--- src/core/iahp_consts.svh ---
`ifndef IAHP_CONSTS_SVH
`define IAHP_CONSTS_SVH

// clock and timing
`define IAHP_CLK_KHZ 10000
`define IAHP_ACCESS_NS 900
`define IAHP_ACCESS_MAX_CYC ((`IAHP_ACCESS_NS * `IAHP_CLK_KHZ) / 1000000)
`define IAHP_EXEC_CYC 4'h3
`define IAHP_FINISH_CYC 4'h2

// mode register fields and reset value
`define IAHP_MOD_RESET 8'hff
`define IAHP_MOD_WIPE_N 7
`define IAHP_MOD_ABORT 6
`define IAHP_MOD_STANDBY 5
`define IAHP_MOD_LMODE_HI 4
`define IAHP_MOD_LMODE_LO 1
`define IAHP_MOD_TRISTATE 0

// control byte fields
`define IAHP_CTRL_TYPE_HI 5
`define IAHP_CTRL_TYPE_LO 4
`define IAHP_CTRL_READ 0
`define IAHP_CTRL_ONES 8'hcc

// indirect register addresses and values
`define IAHP_ADDR_SETUP 8'hfe
`define IAHP_ADDR_SHIFT 8'hff
`define IAHP_SETUP_RESET 2'h3
`define IAHP_SETUP_PAD 6'h3f
`define IAHP_SETUP_STD 0
`define IAHP_SETUP_RATE 1
`define IAHP_SHIFT_RESET 8'h00

// connection store
`define IAHP_CM_WIPE_VAL 10'h200
`define IAHP_CM_LAST 8'hff
`define IAHP_STA_LOW 5'h00

`endif

--- src/core/iahp_pkg.sv ---
package iahp_pkg;

	// sequencer states
	typedef enum logic [1:0] {
		SEQ_IDLE,
		SEQ_EXEC,
		SEQ_READY,
		SEQ_FINISH
	} iahp_seq_t;

	// byte pointer into the window
	typedef enum logic [1:0] {
		PTR_CTRL,
		PTR_DATA,
		PTR_ADDR
	} iahp_ptr_t;

	// decoded access kinds
	typedef enum logic [1:0] {
		KIND_MEM_RD,
		KIND_MEM_WR,
		KIND_REG_RD,
		KIND_REG_WR
	} iahp_kind_t;

	// strobe events from the host port
	typedef struct packed {
		logic wr_start;
		logic rd_start;
		logic rd_end;
		logic soft_reset;
	} iahp_strobe_t;

endpackage : iahp_pkg

--- src/core/iahp_cstore.sv ---
`timescale 1ns/1ps
module iahp_cstore #(
	parameter int ADDR_W = 8,
	parameter int DATA_W = 10
) (
	// clock
	input wire logic sys_clk,
	// access port
	input wire logic we,
	input wire logic [ADDR_W-1:0] addr,
	input wire logic [DATA_W-1:0] wdata,
	output logic [DATA_W-1:0] rdata
);

	logic [DATA_W-1:0] mem [0:(1<<ADDR_W)-1];

	// single port, read data registered, no reset so it maps to ram
	always_ff @(posedge sys_clk) begin
		if (we) begin
			mem[addr] <= wdata;
		end
		rdata <= mem[addr];
	end

endmodule : iahp_cstore

--- src/core/iahp_strobe.sv ---
`timescale 1ns/1ps
module iahp_strobe import iahp_pkg::*; (
	// clock and reset
	input wire logic sys_clk,
	input wire logic rst_n,
	// host strobes, active low
	input wire logic cs_n,
	input wire logic wr_n,
	input wire logic rd_n,
	// decoded events
	output iahp_strobe_t strobe
);

	logic wr_act;
	logic rd_act;
	logic wr_prev;
	logic rd_prev;

	// both strobes low is the software reset, not an access
	assign wr_act = ~cs_n & ~wr_n & rd_n;
	assign rd_act = ~cs_n & ~rd_n & wr_n;

	// previous strobe levels for edge detection
	always_ff @(posedge sys_clk or negedge rst_n) begin
		if (!rst_n) begin
			wr_prev <= 1'b0;
			rd_prev <= 1'b0;
		end else begin
			wr_prev <= wr_act;
			rd_prev <= rd_act;
		end
	end

	// one-cycle access edges, software reset as a level; chip select plays no part in software reset
	assign strobe.wr_start = wr_act & ~wr_prev;
	assign strobe.rd_start = rd_act & ~rd_prev;
	assign strobe.rd_end = ~rd_act & rd_prev;
	assign strobe.soft_reset = ~wr_n & ~rd_n;

endmodule : iahp_strobe

--- src/core/iahp_host_port.sv ---
`timescale 1ns/1ps
`include "iahp_consts.svh"
module iahp_host_port import iahp_pkg::*; (
	// clock and reset
	input wire logic sys_clk,
	input wire logic rst_n,
	// host bus
	input wire logic cs_n,
	input wire logic wr_n,
	input wire logic rd_n,
	input wire logic register_select,
	input wire logic [7:0] host_data_in,
	output logic [7:0] host_data_out,
	output logic host_data_oe,
	// status input from the switching core
	input wire logic data_loss_warn,
	// configuration towards the switching core
	output logic [3:0] line_mode,
	output logic tristate_scheme,
	output logic standby,
	output logic primary_access,
	output logic clock_rate_sel,
	output logic [7:0] frame_shift,
	// busy flags
	output logic cm_reset_busy,
	output logic access_busy
);

	////////////////////////////////////////////////////////////////////////
	// declarations

	iahp_strobe_t strobe;
	iahp_seq_t seq_state;
	iahp_ptr_t ptr;
	iahp_kind_t kind;
	logic [7:0] mode_control_reg;
	logic [1:0] setup_reg;
	logic [7:0] frame_shift_reg;
	logic [7:0] ctrl_byte;
	logic [7:0] data_byte;
	logic [7:0] addr_byte;
	logic busy_z;
	logic cm_busy;
	logic [7:0] wipe_addr;
	logic [3:0] seq_cnt;
	logic abort;
	logic iar_wr;
	logic mode_wr;
	logic exec_go;
	logic exec_last;
	logic mem_we;
	logic [7:0] mem_addr;
	logic [9:0] mem_wdata;
	logic [9:0] mem_rdata;
	logic [7:0] iar_byte;
	logic [7:0] reg_rdata;

	// access kind from the control byte type bits and read bit
	function automatic iahp_kind_t decode_kind(input logic [7:0] ctrl);
		logic [1:0] ty;
		ty = {ctrl[`IAHP_CTRL_TYPE_HI], ctrl[`IAHP_CTRL_TYPE_LO]};
		if (ty == 2'h0) begin
			decode_kind = KIND_MEM_RD;
		end else if (ty != 2'h3) begin
			decode_kind = KIND_MEM_WR;
		end else if (ctrl[`IAHP_CTRL_READ]) begin
			decode_kind = KIND_REG_RD;
		end else begin
			decode_kind = KIND_REG_WR;
		end
	endfunction : decode_kind

	// true for the kinds that return a result to the host
	function automatic logic is_read(input iahp_kind_t k);
		is_read = (k == KIND_MEM_RD) || (k == KIND_REG_RD);
	endfunction : is_read

	////////////////////////////////////////////////////////////////////////
	// strobe decoding and connection store

	iahp_strobe u_strobe (
		.sys_clk(sys_clk),
		.rst_n(rst_n),
		.cs_n(cs_n),
		.wr_n(wr_n),
		.rd_n(rd_n),
		.strobe(strobe)
	);

	// 10-bit words, address carries output line and slot
	iahp_cstore #(
		.ADDR_W(8),
		.DATA_W(10)
	) u_cstore (
		.sys_clk(sys_clk),
		.we(mem_we),
		.addr(mem_addr),
		.wdata(mem_wdata),
		.rdata(mem_rdata)
	);

	////////////////////////////////////////////////////////////////////////
	// access qualification

	// window writes only start or continue a request while idle
	assign abort = mode_control_reg[`IAHP_MOD_ABORT];
	assign iar_wr = strobe.wr_start & register_select & ~abort & (seq_state == SEQ_IDLE);
	assign mode_wr = strobe.wr_start & ~register_select;
	assign kind = decode_kind(ctrl_byte);
	// a wipe in progress owns the store, so the internal access waits
	assign exec_go = (seq_state == SEQ_EXEC) & ~cm_busy;
	assign exec_last = exec_go & (seq_cnt == 4'h1);

	// store port: wipe first, then the sequencer's own access
	always_comb begin
		mem_we = 1'b0;
		mem_addr = addr_byte;
		mem_wdata = {ctrl_byte[1:0], data_byte};
		if (cm_busy) begin
			mem_we = 1'b1;
			mem_addr = wipe_addr;
			mem_wdata = `IAHP_CM_WIPE_VAL;
		end else if (exec_go && seq_cnt == `IAHP_EXEC_CYC && kind == KIND_MEM_WR) begin
			mem_we = 1'b1;
		end
	end

	////////////////////////////////////////////////////////////////////////
	// mode register

	// write only; software reset restores power-up ones
	always_ff @(posedge sys_clk or negedge rst_n) begin
		if (!rst_n) begin
			mode_control_reg <= `IAHP_MOD_RESET;
		end else if (strobe.soft_reset) begin
			mode_control_reg <= `IAHP_MOD_RESET;
		end else if (mode_wr) begin
			mode_control_reg <= host_data_in;
		end
	end

	// line mode is passed as written; host keeps primary access legal
	assign line_mode = mode_control_reg[`IAHP_MOD_LMODE_HI:`IAHP_MOD_LMODE_LO];
	assign tristate_scheme = mode_control_reg[`IAHP_MOD_TRISTATE];
	assign standby = mode_control_reg[`IAHP_MOD_STANDBY];

	////////////////////////////////////////////////////////////////////////
	// connection store wipe

	// a zero in the wipe bit fills every word with the tristate code
	always_ff @(posedge sys_clk or negedge rst_n) begin
		if (!rst_n) begin
			cm_busy <= 1'b0;
			wipe_addr <= 8'h00;
		end else if (mode_wr && !host_data_in[`IAHP_MOD_WIPE_N]) begin
			cm_busy <= 1'b1;
			wipe_addr <= 8'h00;
		end else if (cm_busy) begin
			wipe_addr <= wipe_addr + 8'h01;
			if (wipe_addr == `IAHP_CM_LAST) begin
				cm_busy <= 1'b0;
			end
		end
	end

	////////////////////////////////////////////////////////////////////////
	// indirect registers

	// setup and shift registers written at the end of a register write
	always_ff @(posedge sys_clk or negedge rst_n) begin
		if (!rst_n) begin
			setup_reg <= `IAHP_SETUP_RESET;
			frame_shift_reg <= `IAHP_SHIFT_RESET;
		end else if (strobe.soft_reset) begin
			setup_reg <= `IAHP_SETUP_RESET;
			frame_shift_reg <= `IAHP_SHIFT_RESET;
		end else begin
			if (exec_last && kind == KIND_REG_WR && addr_byte == `IAHP_ADDR_SETUP) begin
				setup_reg <= data_byte[1:0];
			end
			// shift only matters in primary access, so it is held at zero otherwise
			if (setup_reg[`IAHP_SETUP_STD]) begin
				frame_shift_reg <= `IAHP_SHIFT_RESET;
			end else if (exec_last && kind == KIND_REG_WR && addr_byte == `IAHP_ADDR_SHIFT) begin
				frame_shift_reg <= data_byte;
			end
		end
	end

	assign primary_access = ~setup_reg[`IAHP_SETUP_STD];
	assign clock_rate_sel = setup_reg[`IAHP_SETUP_RATE];
	assign frame_shift = frame_shift_reg;

	// read value of the addressed indirect register
	always_comb begin
		if (addr_byte == `IAHP_ADDR_SETUP) begin
			reg_rdata = {`IAHP_SETUP_PAD, setup_reg};
		end else begin
			reg_rdata = frame_shift_reg;
		end
	end

	////////////////////////////////////////////////////////////////////////
	// sequencer

	// state, pointer, busy flag and the small timing counter
	always_ff @(posedge sys_clk or negedge rst_n) begin
		if (!rst_n) begin
			seq_state <= SEQ_IDLE;
			ptr <= PTR_CTRL;
			busy_z <= 1'b0;
			seq_cnt <= 4'h0;
		end else if (strobe.soft_reset || abort) begin
			seq_state <= SEQ_IDLE;
			ptr <= PTR_CTRL;
			busy_z <= 1'b0;
			seq_cnt <= 4'h0;
		end else begin
			unique case (seq_state)
				SEQ_IDLE: begin
					if (iar_wr) begin
						unique case (ptr)
							PTR_CTRL: begin
								busy_z <= 1'b1;
								ptr <= PTR_DATA;
							end
							PTR_DATA: begin
								ptr <= PTR_ADDR;
							end
							default: begin
								ptr <= PTR_CTRL;
								seq_state <= SEQ_EXEC;
								seq_cnt <= `IAHP_EXEC_CYC;
							end
						endcase
					end
				end
				SEQ_EXEC: begin
					// with no wipe in progress, completes well inside the access time limit
					if (exec_go) begin
						seq_cnt <= seq_cnt - 4'h1;
						if (exec_last) begin
							busy_z <= 1'b0;
							seq_state <= is_read(kind) ? SEQ_READY : SEQ_IDLE;
						end
					end
				end
				SEQ_READY: begin
					if (strobe.rd_start && register_select && ptr == PTR_CTRL) begin
						busy_z <= 1'b1;
					end
					// step on the strobe's end so the byte stays put while read
					if (strobe.rd_end && register_select) begin
						unique case (ptr)
							PTR_CTRL: ptr <= PTR_DATA;
							PTR_DATA: ptr <= PTR_ADDR;
							default: begin
								ptr <= PTR_CTRL;
								seq_state <= SEQ_FINISH;
								seq_cnt <= `IAHP_FINISH_CYC;
							end
						endcase
					end
				end
				SEQ_FINISH: begin
					seq_cnt <= seq_cnt - 4'h1;
					if (seq_cnt == 4'h1) begin
						busy_z <= 1'b0;
						seq_state <= SEQ_IDLE;
					end
				end
			endcase
		end
	end

	////////////////////////////////////////////////////////////////////////
	// window bytes

	// written bytes land by pointer; a read result overwrites data and the two low control bits
	always_ff @(posedge sys_clk or negedge rst_n) begin
		if (!rst_n) begin
			ctrl_byte <= 8'h00;
			data_byte <= 8'h00;
			addr_byte <= 8'h00;
		end else if (iar_wr) begin
			unique case (ptr)
				PTR_CTRL: ctrl_byte <= host_data_in;
				PTR_DATA: data_byte <= host_data_in;
				default: addr_byte <= host_data_in;
			endcase
		end else if (exec_last && kind == KIND_MEM_RD) begin
			data_byte <= mem_rdata[7:0];
			ctrl_byte[1:0] <= mem_rdata[9:8];
		end else if (exec_last && kind == KIND_REG_RD) begin
			data_byte <= reg_rdata;
			ctrl_byte[1:0] <= 2'h3;
		end
	end

	////////////////////////////////////////////////////////////////////////
	// read path

	// type bits and address keep their written values; unused bits as ones
	always_comb begin
		unique case (ptr)
			PTR_CTRL: iar_byte = ctrl_byte | `IAHP_CTRL_ONES;
			PTR_DATA: iar_byte = data_byte;
			default: iar_byte = addr_byte;
		endcase
	end

	// registered read data; status low bits are always zero
	always_ff @(posedge sys_clk or negedge rst_n) begin
		if (!rst_n) begin
			host_data_out <= 8'h00;
		end else if (register_select) begin
			host_data_out <= iar_byte;
		end else begin
			host_data_out <= {cm_busy, busy_z, data_loss_warn, `IAHP_STA_LOW};
		end
	end

	// drive the bus only for a plain read
	assign host_data_oe = ~cs_n & ~rd_n & wr_n;
	assign cm_reset_busy = cm_busy;
	assign access_busy = busy_z;

endmodule : iahp_host_port

--- config.mk ---
export PLATFORM = sky130hd
export DESIGN_NAME = iahp_host_port
export DESIGN_NICKNAME = d
export VERILOG_FILES = /design/src/core/iahp_pkg.sv /design/src/core/iahp_cstore.sv /design/src/core/iahp_strobe.sv /design/src/core/iahp_host_port.sv
export VERILOG_INCLUDE_DIRS = /design/src /design/src/core
export SDC_FILE = /design/constraint.sdc
export NUM_CORES = 2
export LEC_CHECK = 0
export ABC_AREA = 1
export BUFFER_PORTS_ARGS = -buffer_cell sky130_fd_sc_hd__buf_2
export CORE_MARGIN = 1
export CORE_UTILIZATION = 46
export CTS_CLUSTER_DIAMETER = 60
export DETAILED_ROUTE_END_ITERATION = 16
export SYNTH_ARGS = -nofsm -noshare
export SYNTH_HDL_FRONTEND = slang
export SYNTH_SLANG_ARGS = --single-unit
--- constraint.sdc ---
create_clock -name sys_clk -period 11.9 [get_ports sys_clk]
set_input_delay 1.19 -clock sys_clk [delete_from_list [all_inputs] [get_ports sys_clk]]
set_output_delay 1.19 -clock sys_clk [all_outputs]
set_load 0.01 [all_outputs]
Word level (Yosys, flattened, before mapping)
Memories as Yosys holds them, arrays and structs flattened. A register that Yosys moved wholly into a read port is not among the register bits.
Cells that the tools add are included.
- add/subtract/negate cells: 2
- eq/ne operators: 24
- multiplexer cells: 62
- bitwise operators: 25
- reductions and logical operators: 33
- operators by type and width (kind ; count):
    8-bit two-way mux ; 12
    2-bit two-way mux ; 20
    8-bit == test (second input constant) ; 3
    4-bit two-way mux ; 6
    4-bit one-hot mux with 4 select lines ; 1
    8-bit one-hot mux with 2 select lines ; 1
    1-bit two-way mux ; 15
    1-bit bitwise AND ; 14
    7-bit two-way mux ; 2
    3-bit by 2-bit != test with 1-bit output (second input constant) ; 4
    3-bit != test (second input constant) ; 4
    1-bit logical AND ; 11
    1-bit inverter ; 11
    10-bit two-way mux ; 1
    3-bit nonzero test ; 3
    8-bit by 1-bit adder with 8-bit output (second input constant) ; 1
    2-bit == test (second input constant) ; 4
    2-bit zero test ; 4
    2-bit one-hot mux with 2 select lines ; 2
    2-bit one-hot mux with 4 select lines ; 1
    2-bit AND reduction ; 4
    7-bit AND reduction ; 1
    2-bit by 1-bit == test with 1-bit output (second input constant) ; 3
    6-bit AND reduction ; 1
    13 further kinds ; 17
- register bits after elaboration: 67
- RAM bits: 2560
- input bits: 15
- output and inout port bits: 27
- logic and storage cells: 163
- memories: 1
- memories (name ; words ; bits a word ; rd ports ; clocked after memory_dff ; write ports ; line ; source):
    u_cstore.mem ; 256 ; 10 ; 1 ; 1 ; 1 ; iahp_cstore.sv:15 ; logic [DATA_W-1:0] mem [0:(1<<ADDR_W)-1];

Depth between registers and ports, before layout
- depth in word-level cells: 10
- mapped depth: 19
- gate-level depth less buffers: 16

By module
Synthesis repeated with hierarchy kept, for this count alone.
- cell total of the unflattened synthesis: 10415
- area total of the unflattened synthesis: 109292.3 µm²
- by module, submodules not included (module ; times used ; cells an instance ; area each (µm²) ; seq. area each (µm²)):
    iahp_cstore ; 1 ; 9931 ; 105697.6 ; 77073.9
    iahp_host_port ; 1 ; 471 ; 3492.1 ; 1587.8
    iahp_strobe ; 1 ; 13 ; 102.6 ; 50.0

Worst setup path before layout
No wires, ideal clock.
- path kind: reg2reg
- from: reg cm_busy, in the netlist cm_reset_busy
- to: mem u_cstore.mem[0][6] (data pin)
- library setup time: 1.403 ns
- data arrival time: 6.885 ns
- required time: 10.497 ns
- slack: 3.612 ns
- cell stages (with the launch flop): 5
- path buffers: 3
- clock period less this slack: 8.288 ns
- cells stage by stage: dfrtp_1 buf_4 buf_4 clkbuf_1 nor2_1
- longest elaborated chain between the ends: 1
- ends and longest elaborated chain (what ; line ; source):
    start: declaration ; iahp_host_port.sv:43 ; logic cm_busy;
    start signal: assignment ; iahp_host_port.sv:153 ; cm_busy <= 1'b0;
    start signal: assignment ; iahp_host_port.sv:156 ; cm_busy <= 1'b1;
    start signal: assignment ; iahp_host_port.sv:161 ; cm_busy <= 1'b0;
    10-bit two-way mux ; iahp_host_port.sv:119 ; if (cm_busy) begin
    net mem_wdata[6] ; iahp_host_port.sv:53 ; logic [9:0] mem_wdata;
    end: declaration ; iahp_cstore.sv:15 ;
The timed path passes the listed nets, and every way through them passes these cells.

Final worst setup path
- from: reg cm_busy, in the netlist cm_reset_busy
- to: reg u_cstore.rdata[7], read port of u_cstore.mem
- longest elaborated chain between the ends: 1
- ends and longest elaborated chain (what ; line ; source):
    8-bit two-way mux ; iahp_host_port.sv:119 ;
    end: declaration ; iahp_cstore.sv:12 ; output logic [DATA_W-1:0] rdata
No other way between the ends.
A chain may end at the register's enable or synchronous reset.

==> metrics.md <==
| Metric | Value |
|---|---|
| Status | finished clean |
| Most flops, register | u_cstore.mem |
| Clk buf depth | 4 |
| Dpl cell area | roughly 110000 um^2 |
| Core area | 241000 um^2 |
| Clock tree root buffer cell | clkbuf_16 |
| Post-place setup slack | between 5 and 6 ns |
| Filler Cell Count | ~22000 |
| Design Power | around 32 mW |
| Total congestion overflow | 0 |
| Power Dens Cells | about 260 nW/um^2 |
| Register-to-register setup slack | 5.53 ns |
| Register area share after synthesis | between 70% and 80% |
| Max_cap viols | 0 |
| Antenna violations before repair | 8 |
| Gpl congestion | approximately 0.88 |
| Cells after Synth | ~11000 |
| Clock Skews | between 0.05 and 0.06 ns |
| Worst-path cell chain | inv_2, nand2_4, nand2_4, inv_8, buf_12, buf_4, nand2_1, nand2_1, nand2_1, nand2_1, nand2_1, nand2_1, o21ai_1, nand2_1, nor2_1, nor2_1, nor2_1, nand2_1 |
| CP most frequent cell | nand2_1 |
| Setup violations, final | 0 |
| Via Count | ~78000 |
| First-pass GRT wire length | about 490000 um |
| Clock transition at path regs | around 0.060 ns |
| Setup crit start | cm_reset_busy |
| RR Endpoint | u_cstore.rdata[7] |
| Startpoint Class | register |
| Static leakage | roughly 50 nW |
| Post-Syn Nets | 10996 |
| Final Hold Viols | 0 |
| Setup TNS | 0 ns |
| Most common cell after layout, fill and taps aside | nand2_1 |
| WP data arrival | between 7 and 8 ns |
| Worst rel slew slack | 9.74% |
| Avg WL per Cell | approximately 23 um |
| Post-route clock period utilization | 53.5% |
| Crit path capture type | register |
| Top achievable clock speed | between 150 and 200 MHz |
| Fin crit period | about 6.4 ns |
| Final Util | 51.3% |
| Vias in the first global route | approximately 74000 |
| Least-Margin Pin Slew | roughly 1.3 ns |
| Design area | around 120000 um^2 |
| Final setup margin | approximately 5.5 ns |
| Largest net degree at the start of global routing | between 200 and 250 |
| Hold slack final | between 0.4 and 0.5 ns |
| Cell variety after synth | 32 |
| Peak supply drop | ~320 uV |
| Setup crit end | u_cstore.rdata[7] |
| R2R depth | 18 |
| Nets | around 11000 |
| IO Pins | 42 |
| Routed Antenna Nets | 0 |
| Clock H-tree levels | 5 |
| Share of cells above drive strength 1 | roughly 5.2% |
| # port buffers | 41 |
| Synth Register Bits | 2635 |
| Num rows | 180 |
| Final Max Tran Viols | 0 |
| YS warnings | 0 |
| Maximum fanout along the worst path | 220 |
| RSZ-0062 raised after global routing | no |
| Global-route usage over all layers | between 20% and 30% |
| Die area | roughly 240000 um^2 |
| Hpwl dp | around 180000 um |
| Syn avg cell area | between 10 and 15 um^2 |
| Hold buffers post-CTS | 0 |
| Initial Utilization | a little under half |
| Worst r2r src | cm_reset_busy |
| Num CTS Buffers | 297 |
| Min-delay worst type | input pin to asynchronous set/reset pin |
| Biggest regs | u_cstore.mem x2560, u_cstore.rdata x10 |
| Clock sink count | 2635 |
| Drt pass-1 iters | 6 |
| Final std cells w/o fill | about 14000 |
| Post-CTS Resized | 0 |
| Number of flip-flops in the largest register | 2560 |
| Worst endpoint required time | between 10 and 15 ns |
| Routed Wire Length | ~330000 um |
| Clk Latency, worst-skew pair | between 0.9 and 1 ns |
| Vias per inst | 5.50 |
| Die height | 495 um |
| DP Cell Count | roughly 14000 |
| Setup repair bufs after CTS | 0 |
| Chip width | around 490 um |
| Crit path kind | register to register |
| Initial DRC Count | around 9000 |
| Area grow syn2layout | 10.5% |
| # DRC | 0 |
| CP max stage cell | dfrtp_2 |
| Synth Cell Area | approximately 110000 um^2 |
| CTS tree | done |
| Commonest cells after routing, fill and taps aside | 6250 x nand2_1, 2560 x edfxtp_1, 658 x nand3_1 |
| Crit-path max cell delay | around 0.93 ns |
## synth_stat cells (all sizes together)
master,n,area share (%)
a21oi,18,0.081
a221oi,2,0.016
a22oi,1,0.0067
a31o,1,0.0078
a31oi,4,0.022
buf,339,1.5
clkbuf,294,0.99
clkinv,5,0.017
dfrtp,56,1.3
dfstp,9,0.21
dfxtp,10,0.18
edfxtp,2560,69
ha,4,0.045
inv,69,0.23
mux2,2,0.020
nand2,6254,21
nand3,658,2.9
nand4,23,0.13
nor2,416,1.4
nor3,7,0.031
nor4,2,0.011
o211ai,8,0.054
o21ai,219,0.98
o221ai,4,0.031
o22ai,10,0.056
o41ai,1,0.0078
xor2,1,0.0078
## report_power, final
part	switching, mW	total [mW]	internal, mW
sequential	0.156	11.1	11.0
combinational	9.31	11.9	2.61
clock	3.60	8.67	5.06
total	13.1	31.7	18.7
## area by class of cell
type | instances | area, um^2 | share of cell area, %
diodes | 8 | 20.0 | 0.0162
clock buffers | 377 | 7990 | 6.46
clock inverters | 127 | 1000 | 0.811
inverters | 74 | 293 | 0.237
multi-input cells | 7635 | 30200 | 24.4
flip-flops and latches | 2635 | 78700 | 63.7
well taps | 3185 | 3990 | 3.23
repair buffers | 159 | 1360 | 1.10
## how the worst min path moves through the flow
stage               cells past startpoint  slack [ns]                  end
finish                                  2        0.47       frame_shift[6]
global route                            2        0.45     u_strobe.wr_prev
CTS                                     2        0.41     u_strobe.wr_prev
detailed placement                      2        0.48  mode_control_reg[0]
global placement                        2        0.47  mode_control_reg[0]
floorplan                               2        0.45         data_byte[5]
## cell families (layout without fill, tap and decap cells)
kind of cell | Yosys count | count (layout) | share of synthesized area [%]
simple gates | 7360 | 7360 | 25.5
xor+xnor | 1 | 1 | 0.00784
compound gates | 268 | 268 | 1.26
other cells | 0 | 8 | 0
mux | 2 | 2 | 0.0201
fa+ha+maj | 4 | 4 | 0.0448
flops | 2635 | 2635 | 70.4
buf+inv | 707 | 737 | 2.72
## routing by layer
metal  routed length (um)  vias to the layer above  GRT usage [%]
li1                     -                    35871              -
met1               139000                    38237           38.0
met2               149000                     3390           41.2
met3                27300                      584           4.35
met4                13100                        6           9.84
met5                   33                        -              0
## worst max-delay path, delay by kind of cell, from the launching register on
| family | cells | cell delay [ns] |
|---|---|---|
| buf+inv | 4 | 2.52 |
| simple gates | 13 | 2.27 |
| compound gates | 1 | 0.14 |
| flops | 1 | 0.93 |
No activity file was read; power rests on OpenSTA's default activity.
